File: src/include/i2c_regs_defs.vh
// Register map, field positions, reset values and bus constants of the two-wire controller.
`ifndef I2C_REGS_DEFS_VH
`define I2C_REGS_DEFS_VH
// ----------------------------------------
// Register byte addresses
// ----------------------------------------
`define REG_CTRL   8'h00
`define REG_STAT   8'h04
`define REG_DATA   8'h08
`define REG_OWN    8'h0C
`define REG_CTRL2  8'h10
`define REG_DIV    8'h14
// ----------------------------------------
// Field positions
// ----------------------------------------
`define CT_ON      7
`define CT_IRQ     6
`define CT_MST     5
`define CT_TX      4
`define CT_ACK     3
`define CT_REPEATED_START_REQ    2
`define SR_DONE    7
`define SR_HIT     6
`define SR_BUSY    5
`define SR_ARB     4
`define SR_SDIR    2
`define SR_IRQ     1
`define SR_ACKS    0
`define C2_GC      7
`define C2_TEN     6
// ----------------------------------------
// Reset values
// ----------------------------------------
`define CTRL_RST   8'h00
`define OWN_RST    8'hA0
`define CTRL2_RST  8'h00
`define DIV_RST    8'h3F
// ----------------------------------------
// Bus constants
// ----------------------------------------
`define BIT_LAST   4'h7
`define BIT_ACK    4'h8
`define TEN_PREFIX 5'h1E
`define GC_ADDR    7'h00
`define PH_LOW     2'h0
`define PH_RISE    2'h1
`define PH_HIGH    2'h2
`define PH_FALL    2'h3
`define RESP_OK    2'h0
`define RESP_ERR   2'h2
`endif

File: src/hdl/pin_sync.v
// Two flip-flop synchroniser for asynchronous pin levels.
`timescale 1ns/10ps
`default_nettype none
module pin_sync #(
  parameter W = 2
) (
  // Clock and reset.
  input  wire         clock_in,
  input  wire         reset_in,
  // Raw and synchronised levels.
  input  wire [W-1:0] level_in,
  output reg  [W-1:0] level_out
);

  reg [W-1:0] stage;

  // Idle bus lines are high, so both stages reset high.
  always @(posedge clock_in or posedge reset_in) begin
    if (reset_in) begin
      stage     <= {W{1'b1}};
      level_out <= {W{1'b1}};
    end else begin
      stage     <= level_in;
      level_out <= stage;
    end
  end

endmodule
`default_nettype wire

File: src/hdl/bus_cond_detect.v
// Start, stop and clock edge detection on the synchronised bus lines.
`timescale 1ns/10ps
`default_nettype none
module bus_cond_detect (
  // Clock and reset.
  input  wire clock_in,
  input  wire reset_in,
  // Synchronised line levels.
  input  wire scl_in,
  input  wire sda_in,
  // One-cycle events.
  output wire start_out,
  output wire stop_out,
  output wire scl_rise_out,
  output wire scl_fall_out
);

  reg scl_prev;
  reg sda_prev;

  // Previous levels; both lines idle high.
  always @(posedge clock_in or posedge reset_in) begin
    if (reset_in) begin
      scl_prev <= 1'b1;
      sda_prev <= 1'b1;
    end else begin
      scl_prev <= scl_in;
      sda_prev <= sda_in;
    end
  end

  // Data may only change with the clock high at a start or a stop.
  assign start_out    = scl_in & scl_prev & sda_prev & ~sda_in;
  assign stop_out     = scl_in & scl_prev & ~sda_prev & sda_in;
  assign scl_rise_out = scl_in & ~scl_prev;
  assign scl_fall_out = ~scl_in & scl_prev;

endmodule
`default_nettype wire

File: src/hdl/i2c_master_slave_regs.v
// Two-wire bus controller, master or slave, with its register file on AXI4-Lite.
//
// Behaviour
// - Control bit 7 enables the whole unit; zero holds it idle.
// - Control bit 6 allows the interrupt request; zero suppresses it.
// - Master select rising makes a start; falling makes a stop, back to slave.
// - Control bit 4 selects transmit or receive; set it for address cycles.
// - Receivers drive control bit 3 in the acknowledge slot; zero acknowledges.
// - Writing control bit 2 repeats a start only as master; reads zero.
// - A repeated start at a wrong moment counts as lost arbitration.
// - Status bit 7 sets at byte end; cleared by data access in mode.
// - Status bit 6 sets on address match or general call; control write clears.
// - Status bit 5 sets on any start and clears on any stop.
// - Status bit 4 sets on lost arbitration; cleared by writing one.
// - Status bit 2 holds the direction bit of the matched calling address.
// - Status bit 1 sets on byte end, match or lost arbitration; write one clears.
// - Status bit 0 shows the acknowledge sampled after a sent byte.
// - In master transmit, a data write sends the byte, msb first.
// - In master receive, each data read starts the next byte.
// - A matched slave starts bytes by data access as a master does.
// - Only a data access matching the direction starts a transfer.
// - Data reads return the last received byte.
// - The first byte after master select holds address and direction.
// - Second control bit 7 enables answering the general call address.
// - Second control bit 6 selects ten-bit own addressing.
`timescale 1ns/10ps
`default_nettype none
`include "i2c_regs_defs.vh"
module i2c_master_slave_regs (
  // Clock and reset.
  input  wire        clock_in,
  input  wire        reset_in,
  // AXI4-Lite write address channel.
  input  wire        axi_awvalid_in,
  output wire        axi_awready_out,
  input  wire [7:0]  axi_awaddr_in,
  // AXI4-Lite write data channel.
  input  wire        axi_wvalid_in,
  output wire        axi_wready_out,
  input  wire [31:0] axi_wdata_in,
  input  wire [3:0]  axi_wstrb_in,
  // AXI4-Lite write response channel.
  output reg         axi_bvalid_out,
  input  wire        axi_bready_in,
  output reg  [1:0]  axi_bresp_out,
  // AXI4-Lite read address channel.
  input  wire        axi_arvalid_in,
  output wire        axi_arready_out,
  input  wire [7:0]  axi_araddr_in,
  // AXI4-Lite read data channel.
  output reg         axi_rvalid_out,
  input  wire        axi_rready_in,
  output reg  [31:0] axi_rdata_out,
  output reg  [1:0]  axi_rresp_out,
  // Open-drain bus pins.
  input  wire        scl_in,
  output wire        scl_out,
  output reg         scl_oe_out,
  input  wire        sda_in,
  output wire        sda_out,
  output reg         sda_oe_out,
  // Interrupt request.
  output wire        irq_out
);

  // ----------------------------------------
  // States
  // ----------------------------------------
  localparam [8:0] ST_IDLE  = 9'h001;
  localparam [8:0] ST_START = 9'h002;
  localparam [8:0] ST_MHOLD = 9'h004;
  localparam [8:0] ST_MBIT  = 9'h008;
  localparam [8:0] ST_REPEATED_START_REQ  = 9'h010;
  localparam [8:0] ST_STOP  = 9'h020;
  localparam [8:0] ST_SADDR = 9'h040;
  localparam [8:0] ST_SDATA = 9'h080;
  localparam [8:0] ST_SHOLD = 9'h100;

  // ----------------------------------------
  // Declarations
  // ----------------------------------------
  reg        aw_full;
  reg        w_full;
  reg  [7:0] aw_addr;
  reg  [7:0] w_byte;
  reg        w_lane0;
  reg        unit_on;
  reg        irq_allow;
  reg        master_select;
  reg        tx_mode;
  reg        ack_drive_ctrl;
  reg        transfer_done_flag;
  reg        own_address_hit;
  reg        bus_busy;
  reg        arbitration_lost_flag;
  reg        slave_direction;
  reg        irq_pending;
  reg        ack_sampled;
  reg  [7:0] own_addr;
  reg        general_call_on;
  reg        ten_bit_addressing;
  reg  [2:0] addr_high;
  reg  [7:0] scl_div;
  reg  [7:0] rx_byte;
  reg  [7:0] tx_hold;
  reg        go_pend;
  reg  [8:0] state;
  reg  [1:0] phase;
  reg  [7:0] div_cnt;
  reg  [3:0] bit_n;
  reg  [7:0] shift;
  reg        samp;
  reg        slave_sel;
  reg        ten_stage;
  reg        ack_on;
  reg        next_scl_low;
  reg        next_sda_low;
  reg        bit_sda_low;
  reg  [7:0] rd_value;
  wire [1:0] line_s;
  wire       scl_s;
  wire       sda_s;
  wire       start_det;
  wire       stop_det;
  wire       scl_rise;
  wire       scl_fall;

  // ----------------------------------------
  // Pin synchronisers and bus conditions
  // ----------------------------------------
  pin_sync #(.W(2)) u_sync (
    .clock_in  (clock_in),
    .reset_in  (reset_in),
    .level_in  ({scl_in, sda_in}),
    .level_out (line_s)
  );
  assign scl_s = line_s[1];
  assign sda_s = line_s[0];

  bus_cond_detect u_cond (
    .clock_in     (clock_in),
    .reset_in     (reset_in),
    .scl_in       (scl_s),
    .sda_in       (sda_s),
    .start_out    (start_det),
    .stop_out     (stop_det),
    .scl_rise_out (scl_rise),
    .scl_fall_out (scl_fall)
  );

  // ----------------------------------------
  // AXI4-Lite slave
  // ----------------------------------------
  // Each address and data channel is taken on its own; the write runs once both are held.
  wire wr_go = aw_full & w_full & ~axi_bvalid_out;
  wire rd_go = axi_arvalid_in & ~axi_rvalid_out;
  wire [7:0] wa = {aw_addr[7:2], 2'b00};
  wire [7:0] ra = {axi_araddr_in[7:2], 2'b00};
  wire wr_hit = wr_go & w_lane0;
  wire wr_ctrl = wr_hit & (wa == `REG_CTRL);
  wire wr_stat = wr_hit & (wa == `REG_STAT);
  wire wr_data = wr_hit & (wa == `REG_DATA);
  wire rd_data = rd_go & (ra == `REG_DATA);
  wire wa_ok = (wa == `REG_CTRL) | (wa == `REG_STAT) | (wa == `REG_DATA) |
               (wa == `REG_OWN) | (wa == `REG_CTRL2) | (wa == `REG_DIV);
  wire ra_ok = (ra == `REG_CTRL) | (ra == `REG_STAT) | (ra == `REG_DATA) |
               (ra == `REG_OWN) | (ra == `REG_CTRL2) | (ra == `REG_DIV);
  // A trigger only counts when the access matches the direction.
  wire trig = (wr_data & tx_mode) | (rd_data & ~tx_mode);

  assign axi_awready_out = ~aw_full;
  assign axi_wready_out  = ~w_full;
  assign axi_arready_out = ~axi_rvalid_out;

  // Channel holding registers and responses.
  always @(posedge clock_in or posedge reset_in) begin
    if (reset_in) begin
      aw_full        <= 1'b0;
      w_full         <= 1'b0;
      aw_addr        <= 8'h00;
      w_byte         <= 8'h00;
      w_lane0        <= 1'b0;
      axi_bvalid_out <= 1'b0;
      axi_bresp_out  <= `RESP_OK;
      axi_rvalid_out <= 1'b0;
      axi_rdata_out  <= 32'h00000000;
      axi_rresp_out  <= `RESP_OK;
    end else begin
      if (axi_awvalid_in && !aw_full) begin
        aw_full <= 1'b1;
        aw_addr <= axi_awaddr_in;
      end else if (wr_go) begin
        aw_full <= 1'b0;
      end
      if (axi_wvalid_in && !w_full) begin
        w_full  <= 1'b1;
        w_byte  <= axi_wdata_in[7:0];
        w_lane0 <= axi_wstrb_in[0];
      end else if (wr_go) begin
        w_full <= 1'b0;
      end
      if (wr_go) begin
        axi_bvalid_out <= 1'b1;
        axi_bresp_out  <= wa_ok ? `RESP_OK : `RESP_ERR;
      end else if (axi_bready_in) begin
        axi_bvalid_out <= 1'b0;
      end
      if (rd_go) begin
        axi_rvalid_out <= 1'b1;
        axi_rdata_out  <= {24'h000000, rd_value};
        axi_rresp_out  <= ra_ok ? `RESP_OK : `RESP_ERR;
      end else if (axi_rready_in) begin
        axi_rvalid_out <= 1'b0;
      end
    end
  end

  // Read multiplexer; unmapped and reserved bits read zero.
  always @* begin
    case (ra)
      `REG_CTRL:  rd_value = {unit_on, irq_allow, master_select, tx_mode,
                              ack_drive_ctrl, 3'b000};
      `REG_STAT:  rd_value = {transfer_done_flag, own_address_hit, bus_busy,
                              arbitration_lost_flag, 1'b0, slave_direction,
                              irq_pending, ack_sampled};
      `REG_DATA:  rd_value = rx_byte;
      `REG_OWN:   rd_value = {own_addr[7:1], 1'b0};
      `REG_CTRL2: rd_value = {general_call_on, ten_bit_addressing, 3'b000, addr_high};
      `REG_DIV:   rd_value = scl_div;
      default:    rd_value = 8'h00;
    endcase
  end

  // ----------------------------------------
  // Bit clock generation
  // ----------------------------------------
  wire m_active = |(state & (ST_START | ST_MBIT | ST_REPEATED_START_REQ | ST_STOP));
  // While the clock is released but still low, another device stretches it.
  wire stall = ~scl_oe_out & ~scl_s;
  wire tick = m_active & ~stall & (div_cnt == scl_div);

  always @(posedge clock_in or posedge reset_in) begin
    if (reset_in) begin
      div_cnt <= 8'h00;
    end else if (!m_active || tick) begin
      div_cnt <= 8'h00;
    end else if (!stall) begin
      div_cnt <= div_cnt + 8'h01;
    end
  end

  // ----------------------------------------
  // Address match
  // ----------------------------------------
  wire [7:0] byte_now = {shift[6:0], samp};
  wire gc_hit = general_call_on & (byte_now[7:1] == `GC_ADDR);
  wire seven_hit = ~ten_bit_addressing & (byte_now[7:1] == own_addr[7:1]);
  wire ten_first = ten_bit_addressing & ~ten_stage &
                   (byte_now[7:3] == `TEN_PREFIX) & (byte_now[2:1] == addr_high[2:1]);
  wire ten_hit = ten_stage & (byte_now == {addr_high[0], own_addr[7:1]});
  wire addr_hit = gc_hit | seven_hit | ten_hit;

  // ----------------------------------------
  // Pin drive
  // ----------------------------------------
  // Data slot drive, shared by master and slave since the unit is never both.
  always @* begin
    bit_sda_low = 1'b0;
    if (state == ST_SADDR) begin
      bit_sda_low = (bit_n == `BIT_ACK) & ack_on;
    end else if (bit_n != `BIT_ACK) begin
      bit_sda_low = tx_mode & ~shift[7];
    end else begin
      bit_sda_low = ~tx_mode & ~ack_drive_ctrl;
    end
  end

  // Line levels per state and quarter phase.
  always @* begin
    next_scl_low = 1'b0;
    next_sda_low = 1'b0;
    case (state)
      ST_START: begin
        next_sda_low = (phase != `PH_LOW);
        next_scl_low = (phase == `PH_FALL);
      end
      ST_MHOLD, ST_SHOLD: begin
        next_scl_low = 1'b1;
      end
      ST_MBIT: begin
        next_scl_low = (phase == `PH_LOW) | (phase == `PH_FALL);
        next_sda_low = bit_sda_low;
      end
      ST_REPEATED_START_REQ: begin
        next_scl_low = (phase == `PH_LOW) | (phase == `PH_FALL);
        next_sda_low = phase[1];
      end
      ST_STOP: begin
        next_scl_low = (phase == `PH_LOW);
        next_sda_low = ~phase[1];
      end
      ST_SADDR, ST_SDATA: begin
        next_sda_low = bit_sda_low;
      end
      default: begin
        next_scl_low = 1'b0;
      end
    endcase
  end

  // Open-drain outputs are registered so the pins never glitch.
  always @(posedge clock_in or posedge reset_in) begin
    if (reset_in) begin
      scl_oe_out <= 1'b0;
      sda_oe_out <= 1'b0;
    end else begin
      scl_oe_out <= next_scl_low & unit_on;
      sda_oe_out <= next_sda_low & unit_on;
    end
  end
  assign scl_out = 1'b0;
  assign sda_out = 1'b0;
  assign irq_out = irq_pending & irq_allow;

  // ----------------------------------------
  // Registers and transfer engine
  // ----------------------------------------
  // Clears come first in this process so that a same-cycle set wins.
  always @(posedge clock_in or posedge reset_in) begin
    if (reset_in) begin
      {unit_on, irq_allow, master_select, tx_mode, ack_drive_ctrl} <= 5'h00;
      transfer_done_flag    <= 1'b0;
      own_address_hit       <= 1'b0;
      bus_busy              <= 1'b0;
      arbitration_lost_flag <= 1'b0;
      slave_direction       <= 1'b0;
      irq_pending           <= 1'b0;
      ack_sampled           <= 1'b0;
      own_addr              <= `OWN_RST;
      {general_call_on, ten_bit_addressing, addr_high} <= 5'h00;
      scl_div               <= `DIV_RST;
      rx_byte               <= 8'h00;
      tx_hold               <= 8'h00;
      go_pend               <= 1'b0;
      state                 <= ST_IDLE;
      phase                 <= `PH_LOW;
      bit_n                 <= 4'h0;
      shift                 <= 8'h00;
      samp                  <= 1'b1;
      slave_sel             <= 1'b0;
      ten_stage             <= 1'b0;
      ack_on                <= 1'b0;
    end else begin
      if (wr_ctrl) begin
        unit_on         <= w_byte[`CT_ON];
        irq_allow       <= w_byte[`CT_IRQ];
        master_select   <= w_byte[`CT_MST];
        tx_mode         <= w_byte[`CT_TX];
        ack_drive_ctrl  <= w_byte[`CT_ACK];
        own_address_hit <= 1'b0;
        // Claiming a busy bus, or a repeat start outside a held master byte, loses.
        if ((w_byte[`CT_MST] && !master_select && bus_busy) ||
            (w_byte[`CT_REPEATED_START_REQ] && !(state == ST_MHOLD && w_byte[`CT_MST]))) begin
          arbitration_lost_flag <= 1'b1;
          irq_pending           <= 1'b1;
          master_select         <= 1'b0;
        end
      end
      if (wr_stat && w_byte[`SR_ARB]) arbitration_lost_flag <= 1'b0;
      if (wr_stat && w_byte[`SR_IRQ]) irq_pending <= 1'b0;
      if (wr_hit && wa == `REG_OWN) own_addr <= w_byte;
      if (wr_hit && wa == `REG_CTRL2) begin
        general_call_on    <= w_byte[`C2_GC];
        ten_bit_addressing <= w_byte[`C2_TEN];
        addr_high          <= w_byte[2:0];
      end
      if (wr_hit && wa == `REG_DIV) scl_div <= w_byte;
      if (trig) begin
        transfer_done_flag <= 1'b0;
        go_pend            <= 1'b1;
      end
      if (wr_data) tx_hold <= w_byte;
      if (start_det) bus_busy <= 1'b1;
      if (stop_det) bus_busy <= 1'b0;
      if (tick) phase <= phase + 2'h1;

      case (state)
        ST_IDLE: begin
          // A pending byte has no meaning without a held transfer.
          if (!trig) go_pend <= 1'b0;
          if (unit_on && master_select && !bus_busy) begin
            state <= ST_START;
            phase <= `PH_LOW;
          end
        end
        ST_START, ST_REPEATED_START_REQ: begin
          if (tick && phase == `PH_FALL) state <= ST_MHOLD;
        end
        ST_MHOLD: begin
          phase <= `PH_LOW;
          bit_n <= 4'h0;
          if (!master_select) begin
            state <= ST_STOP;
          end else if (wr_ctrl && w_byte[`CT_REPEATED_START_REQ]) begin
            state <= ST_REPEATED_START_REQ;
          end else if (go_pend) begin
            go_pend <= 1'b0;
            shift   <= tx_hold;
            state   <= ST_MBIT;
          end
        end
        ST_MBIT: begin
          if (tick && phase == `PH_HIGH) begin
            samp <= sda_s;
            if (bit_n == `BIT_ACK && tx_mode) ack_sampled <= sda_s;
            // Sending a one while the line reads zero means another master won.
            if (bit_n != `BIT_ACK && tx_mode && shift[7] && !sda_s) begin
              arbitration_lost_flag <= 1'b1;
              irq_pending           <= 1'b1;
              master_select         <= 1'b0;
              state                 <= ST_IDLE;
            end
          end
          if (tick && phase == `PH_FALL) begin
            if (bit_n != `BIT_ACK) begin
              shift <= byte_now;
              bit_n <= bit_n + 4'h1;
            end else begin
              transfer_done_flag <= 1'b1;
              irq_pending        <= 1'b1;
              if (!tx_mode) rx_byte <= shift;
              state <= ST_MHOLD;
            end
          end
        end
        ST_STOP: begin
          if (tick && phase == `PH_FALL) state <= ST_IDLE;
        end
        ST_SADDR, ST_SDATA: begin
          if (scl_rise) begin
            samp <= sda_s;
            if (state == ST_SDATA && bit_n == `BIT_ACK && tx_mode) ack_sampled <= sda_s;
          end
          if (scl_fall && bit_n != `BIT_ACK) begin
            shift <= byte_now;
            bit_n <= bit_n + 4'h1;
            if (state == ST_SADDR && bit_n == `BIT_LAST) begin
              if (addr_hit) begin
                own_address_hit <= 1'b1;
                irq_pending     <= 1'b1;
                slave_sel       <= 1'b1;
                ack_on          <= 1'b1;
                if (!ten_stage) slave_direction <= byte_now[0];
              end else if (ten_first) begin
                ack_on          <= 1'b1;
                slave_direction <= byte_now[0];
              end else begin
                state <= ST_IDLE;
              end
            end
          end
          if (scl_fall && bit_n == `BIT_ACK) begin
            bit_n  <= 4'h0;
            ack_on <= 1'b0;
            if (state == ST_SADDR && !slave_sel) begin
              ten_stage <= 1'b1;
            end else if (state == ST_SADDR) begin
              transfer_done_flag <= 1'b1;
              state              <= ST_SHOLD;
            end else begin
              transfer_done_flag <= 1'b1;
              irq_pending        <= 1'b1;
              if (!tx_mode) rx_byte <= shift;
              // A refused byte from the master ends the slave transmission.
              state <= (tx_mode && samp) ? ST_IDLE : ST_SHOLD;
            end
          end
        end
        ST_SHOLD: begin
          bit_n <= 4'h0;
          if (go_pend) begin
            go_pend <= 1'b0;
            shift   <= tx_hold;
            state   <= ST_SDATA;
          end
        end
        default: begin
          state <= ST_IDLE;
        end
      endcase

      // A start seen in idle or a slave state while not mastering opens a fresh address phase.
      if (start_det && !master_select &&
          (state == ST_IDLE || state == ST_SADDR || state == ST_SDATA || state == ST_SHOLD)) begin
        state     <= ST_SADDR;
        bit_n     <= 4'h0;
        slave_sel <= 1'b0;
        ten_stage <= 1'b0;
        ack_on    <= 1'b0;
      end
      if (stop_det && (state == ST_SADDR || state == ST_SDATA || state == ST_SHOLD)) begin
        state     <= ST_IDLE;
        slave_sel <= 1'b0;
      end
      if (!unit_on) begin
        state   <= ST_IDLE;
        go_pend <= 1'b0;
      end
    end
  end

endmodule
`default_nettype wire

File: config.mk
export PLATFORM = sky130hd
export DESIGN_NAME = i2c_master_slave_regs
export DESIGN_NICKNAME = d
export VERILOG_FILES = /design/src/hdl/pin_sync.v /design/src/hdl/bus_cond_detect.v /design/src/hdl/i2c_master_slave_regs.v
export VERILOG_INCLUDE_DIRS = /design/src /design/src/include
export SDC_FILE = /design/constraint.sdc
export NUM_CORES = 1
export LEC_CHECK = 0
export ABC_AREA = 1
export BUFFER_PORTS_ARGS = -buffer_cell sky130_fd_sc_hd__buf_4
export CORE_ASPECT_RATIO = 0.5
export CORE_MARGIN = 5
export CORE_UTILIZATION = 25
export CTS_BUF_LIST = sky130_fd_sc_hd__clkbuf_16
export DETAILED_ROUTE_END_ITERATION = 8
export HOLD_SLACK_MARGIN = 0.06
export PLACE_DENSITY = 0.39
export SYNTH_ARGS = -nofsm -noshare
export SYNTH_HDL_FRONTEND = slang
export SYNTH_SLANG_ARGS = --single-unit
File: constraint.sdc
create_clock -name clock_in -period 5.7 [get_ports clock_in]
set_clock_uncertainty 0.05 [all_clocks]
set_input_delay 0.285 -clock clock_in [delete_from_list [all_inputs] [get_ports clock_in]]
set_output_delay 0.285 -clock clock_in [all_outputs]
set_load 0.1 [all_outputs]
==> flow_metrics.py <==
metrics = {
    "status": {
        "status": "completed",
    },
    "synthesis": {
        "yosys.area_share.adder": 0.0110,
        "synth_area_mm2": 0.00684,
        "synth_xor_area_frac": 0.00640,
        "async_flop_share": 1.00,
        "synth_compound_area_frac": 0.131,
        "avgSynthCellArea_um2": 7.74,
        "yosys-top-cells-area": "dfrtp_1 (38%), nand2_1 (12%), inv_1 (6.3%)",
        "synth_seq_cells": 121,
        "yosysSeqAreaShare": 0.446,
        "synth_edf_count": 0,
        "dominantRegCellSynth": "dfrtp_1",
        "syn_inst": 883,
        "yosysWarnings": 0,
        "synth_top_family_by_area": "simple AND/OR/NAND/NOR gates",
        "synthSimpleGateAreaFrac": 0.292,
        "synthMuxAreaShare": 0.00494,
        "synth_top_area_frac": 0.384,
        "ys_types": 52,
        "yosysTopAreaCell": "dfrtp_1",
    },
    "drt": {
        "vias_per_cell": 4.52,
        "drt-total-wl_mm": 22.3,
        "wl_per_cell_um": 16.9,
        "ant_nets": 0,
        "drc_errors": 0,
        "dr_total_vias": 5964,
        "drtIter0Drc": 434,
        "dr.pass1.iters": 5,
    },
    "setup_path": {
        "cp.arrival_ns": 2.93,
        "reg2regPathDepth": 9,
        "timing.rr.start": "u_sync.level_out[1]",
        "timing.rr.end": "rx_byte[4]",
        "start_kind": "register",
        "cpPeakStageDelay_ns": 0.57,
        "worstPathCellList": "nor2_1 -> nor2_1 -> nand3_1 -> nor2_1 -> nand3_1 -> nand2_2 -> nand4_4 -> nand2_1 -> o21ai_2",
        "end_kind": "register",
        "critPathMostFrequentCell": "nor2_1",
        "path_class": "register to register",
        "r2r_slack_ns": 3.03,
        "crit_required_ns": 5.96,
        "slowest_stage": "dfstp_2",
        "cp_max_fo": 16,
    },
    "pwr": {
        "p_clk_frac": 0.321,
        "intPower_mw": 2.03,
        "power_switching_mw": 1.41,
        "p_total_mw": 3.44,
        "power_frac_seq": 0.365,
        "pwr-share-comb": 0.314,
        "switching_share": 0.409,
        "p_leak_nw": 3.82,
        "vdd_ir_drop_max_uv": 191,
        "powerDensity_mw_per_mm2": 419,
    },
    "min_path": {
        "hold_path_startpoint": "axi_wdata_in[1]",
        "hold_class": "primary input to register",
        "holdPathStages": 3,
        "holdPathEnd": "w_byte[1]",
    },
    "cells_and_area": {
        "fin_nets": 1022,
        "multiInputGateArea_mm2": 0.00315,
        "area_delta_synth_final_pct": 20.0,
        "diodes": 0,
        "seqCellArea_mm2": 0.00305,
        "fillers": 2883,
        "drive_above_1_share": 0.149,
    },
    "floorplanning": {
        "chipWidth_um": 244,
        "fp.dieH_um": 127,
        "die-area_mm2": 0.0310,
        "design.core.area_mm2": 0.0267,
        "num_rows": 42,
        "ios": 107,
        "start_util": 0.256,
    },
    "clock_tree": {
        "cts_buffers": 17,
        "cts_tree": "built",
        "h-tree-depth": 4,
        "cts_setup_buffers": 0,
        "clock_sinks": 121,
        "cts_buffer_depth": 2,
        "cts_resized": 0,
        "path_clk_slew_ns": 0.06,
        "clk_latency_ns": 0.43,
        "cts_root_buffer": "clkbuf_16",
    },
    "timing": {
        "setup_viol": 0,
        "max_freq_mhz": 374,
        "fin_crit_ns": 2.67,
        "final-hold-violation-count": 0,
        "finalCritPeriodShare": 0.469,
        "fin_tns_setup_ns": 0,
        "maxSlewViolCount": 0,
        "tightestPinTransition_ns": 0.857,
        "worst_slew_margin_rel": 0.429,
        "rsz0062_at_grt": "no",
    },
    "grt": {
        "grt_pass1_vias": 5740,
        "grt-ovfl-total": 0,
        "antenna_found_initial": 0,
        "grt_pass1_wl_mm": 34.5,
        "grt_usage": 0.146,
        "grt_max_degree": 68,
    },
    "place": {
        "gp_congestion": 0.910,
        "hpwl_mm": 17.0,
        "port-buffer-count": 47,
    },
    "job": {
        "cap_violations": 0,
    },
}
synthesized netlist by cell type (2+ instances only):
cell type and count:
o21ai_1 7, nand3_4 3, o221ai_1 3, clkbuf_1 5, nor3_4 2, nor3_1 13, nand4_1 26, nand3_1 47
nor2_2 7, buf_4 28, nand2_4 4, nor4_1 2, buf_6 3, nand2_2 3, a211oi_1 6, inv_1 115
o22ai_1 4, mux2_2 3, a21oi_2 2, nand2_1 221, a221oi_1 2, nand3b_1 3, a21oi_1 40, ha_1 6
o21ai_2 6, dfrtp_1 105, a31oi_1 4, nor2_4 3, nor2_1 86, o21ai_0 73, nor3b_1 2, xnor2_1 2
dfstp_2 16, xor2_1 3, nand3_2 5, inv_2 7
through the flow:
step	setup slack [ns]	util	cells	hold WS (ns)	cell area, um^2
finish	3.03	0.307	1320	0.0707	8210
global route	2.81	0.307	1320	0.0642	8210
CTS	3.02	0.307	1320	0.0608	8210
detailed placement	3.04	0.280	1274	0.298	7480
global placement	3.06	0.280	1274	0.297	7480
floorplan	2.18	-	910	0.239	6940
routing by layer:
metal / up-vias / part of all wire / global-route usage
met2: 131 / 0.44 / 0.223
met3: 14 / 0.039 / 0.0273
met5: - / 0 / 0
met1: 2839 / 0.51 / 0.214
met4: 0 / 0.011 / 0.0355
li1: 2980 / - / -
critical path, delay by kind of cell (launching register included):
family	cells	cell delay (ns)
AO/OA/AOI/OAI	1	0.07
flip-flops	1	0.57
AND/OR/NAND/NOR	8	1.84
how the worst max path moves through the flow:
| stage | from | endpoint | slack [ns] |
|---|---|---|---|
| final | u_sync.level_out[1] | rx_byte[4] | 3.03 |
| after CTS | u_sync.level_out[1] | rx_byte[4] | 3.02 |
| after global routing | u_sync.level_out[1] | rx_byte[2] | 2.81 |
| after global placement | u_sync.level_out[1] | rx_byte[2] | 3.06 |
| after detailed placement | u_sync.level_out[1] | rx_byte[2] | 3.04 |
| after floorplan | reset_in | ack_drive_ctrl | 2.18 |
flip-flops by register name (all words and copies together), names as in the netlist, 3 cells and up:
name and flops:
scl_div 8, div_cnt 8, own_addr 7, shift 8, w_byte 8, bit_n 4
aw_addr 6, state 9, rx_byte 8, addr_high 3, tx_hold 8, axi_rdata_out 8
final cells by class:
| type | instances | share of cell area |
|---|---|---|
| multi-input cells | 628 | 0.384 |
| flip-flops and latches | 121 | 0.371 |
| repair buffers | 62 | 0.0610 |
| inverters | 125 | 0.0584 |
| well taps | 352 | 0.0537 |
| clock buffers | 17 | 0.0518 |
| clock inverters | 15 | 0.0195 |
power by group through the flow:
stage | clock, mW | sequential [mW] | combinational (mW)
2_1_floorplan | 0 | 1.26 | 0.727
3_5_place_dp | 0 | 1.26 | 1.07
5_1_grt | 1.17 | 1.28 | 1.20
6_report | 1.10 | 1.25 | 1.08
3_3_place_gp | 0 | 1.26 | 1.07
4_1_cts | 1.13 | 1.25 | 1.09
cells by family after synthesis:
logic type | Yosys count
flops | 121
other cells | 1
compound gates | 155
fa+ha+maj | 6
simple gates | 431
mux | 3
xor+xnor | 5
buf+inv | 161
cells in the final DEF, fill, tap and decap left out, types with 4 or more instances in the layout:
| cell | netlist | layout |
|---|---|---|
| nor2_1 | 86 | 86 |
| dlygate4sd3_1 | 0 | 14 |
| a31oi_1 | 4 | 4 |
| nand2_1 | 221 | 221 |
| o21ai_0 | 73 | 73 |
| buf_4 | 28 | 48 |
| clkbuf_16 | 0 | 17 |
| o22ai_1 | 4 | 4 |
| nand3_1 | 47 | 47 |
| inv_1 | 115 | 116 |
| a211oi_1 | 6 | 6 |
| ha_1 | 6 | 6 |
| nor3_1 | 13 | 13 |
| o21ai_2 | 6 | 6 |
| nand4_1 | 26 | 26 |
| dfstp_2 | 16 | 16 |
| nand2_4 | 4 | 4 |
| dfrtp_1 | 105 | 105 |
| conb_1 | 1 | 28 |
| nor2_2 | 7 | 7 |
| inv_2 | 7 | 7 |
| a21oi_1 | 40 | 40 |
| nand3_2 | 5 | 5 |
| o21ai_1 | 7 | 7 |
timing repair:
action,CTS,global route
hold buffers,14,0
hold endpoints to repair,71,0
endpoints found under the setup margin,0,0
No activity file was read; power rests on OpenSTA's default activity.
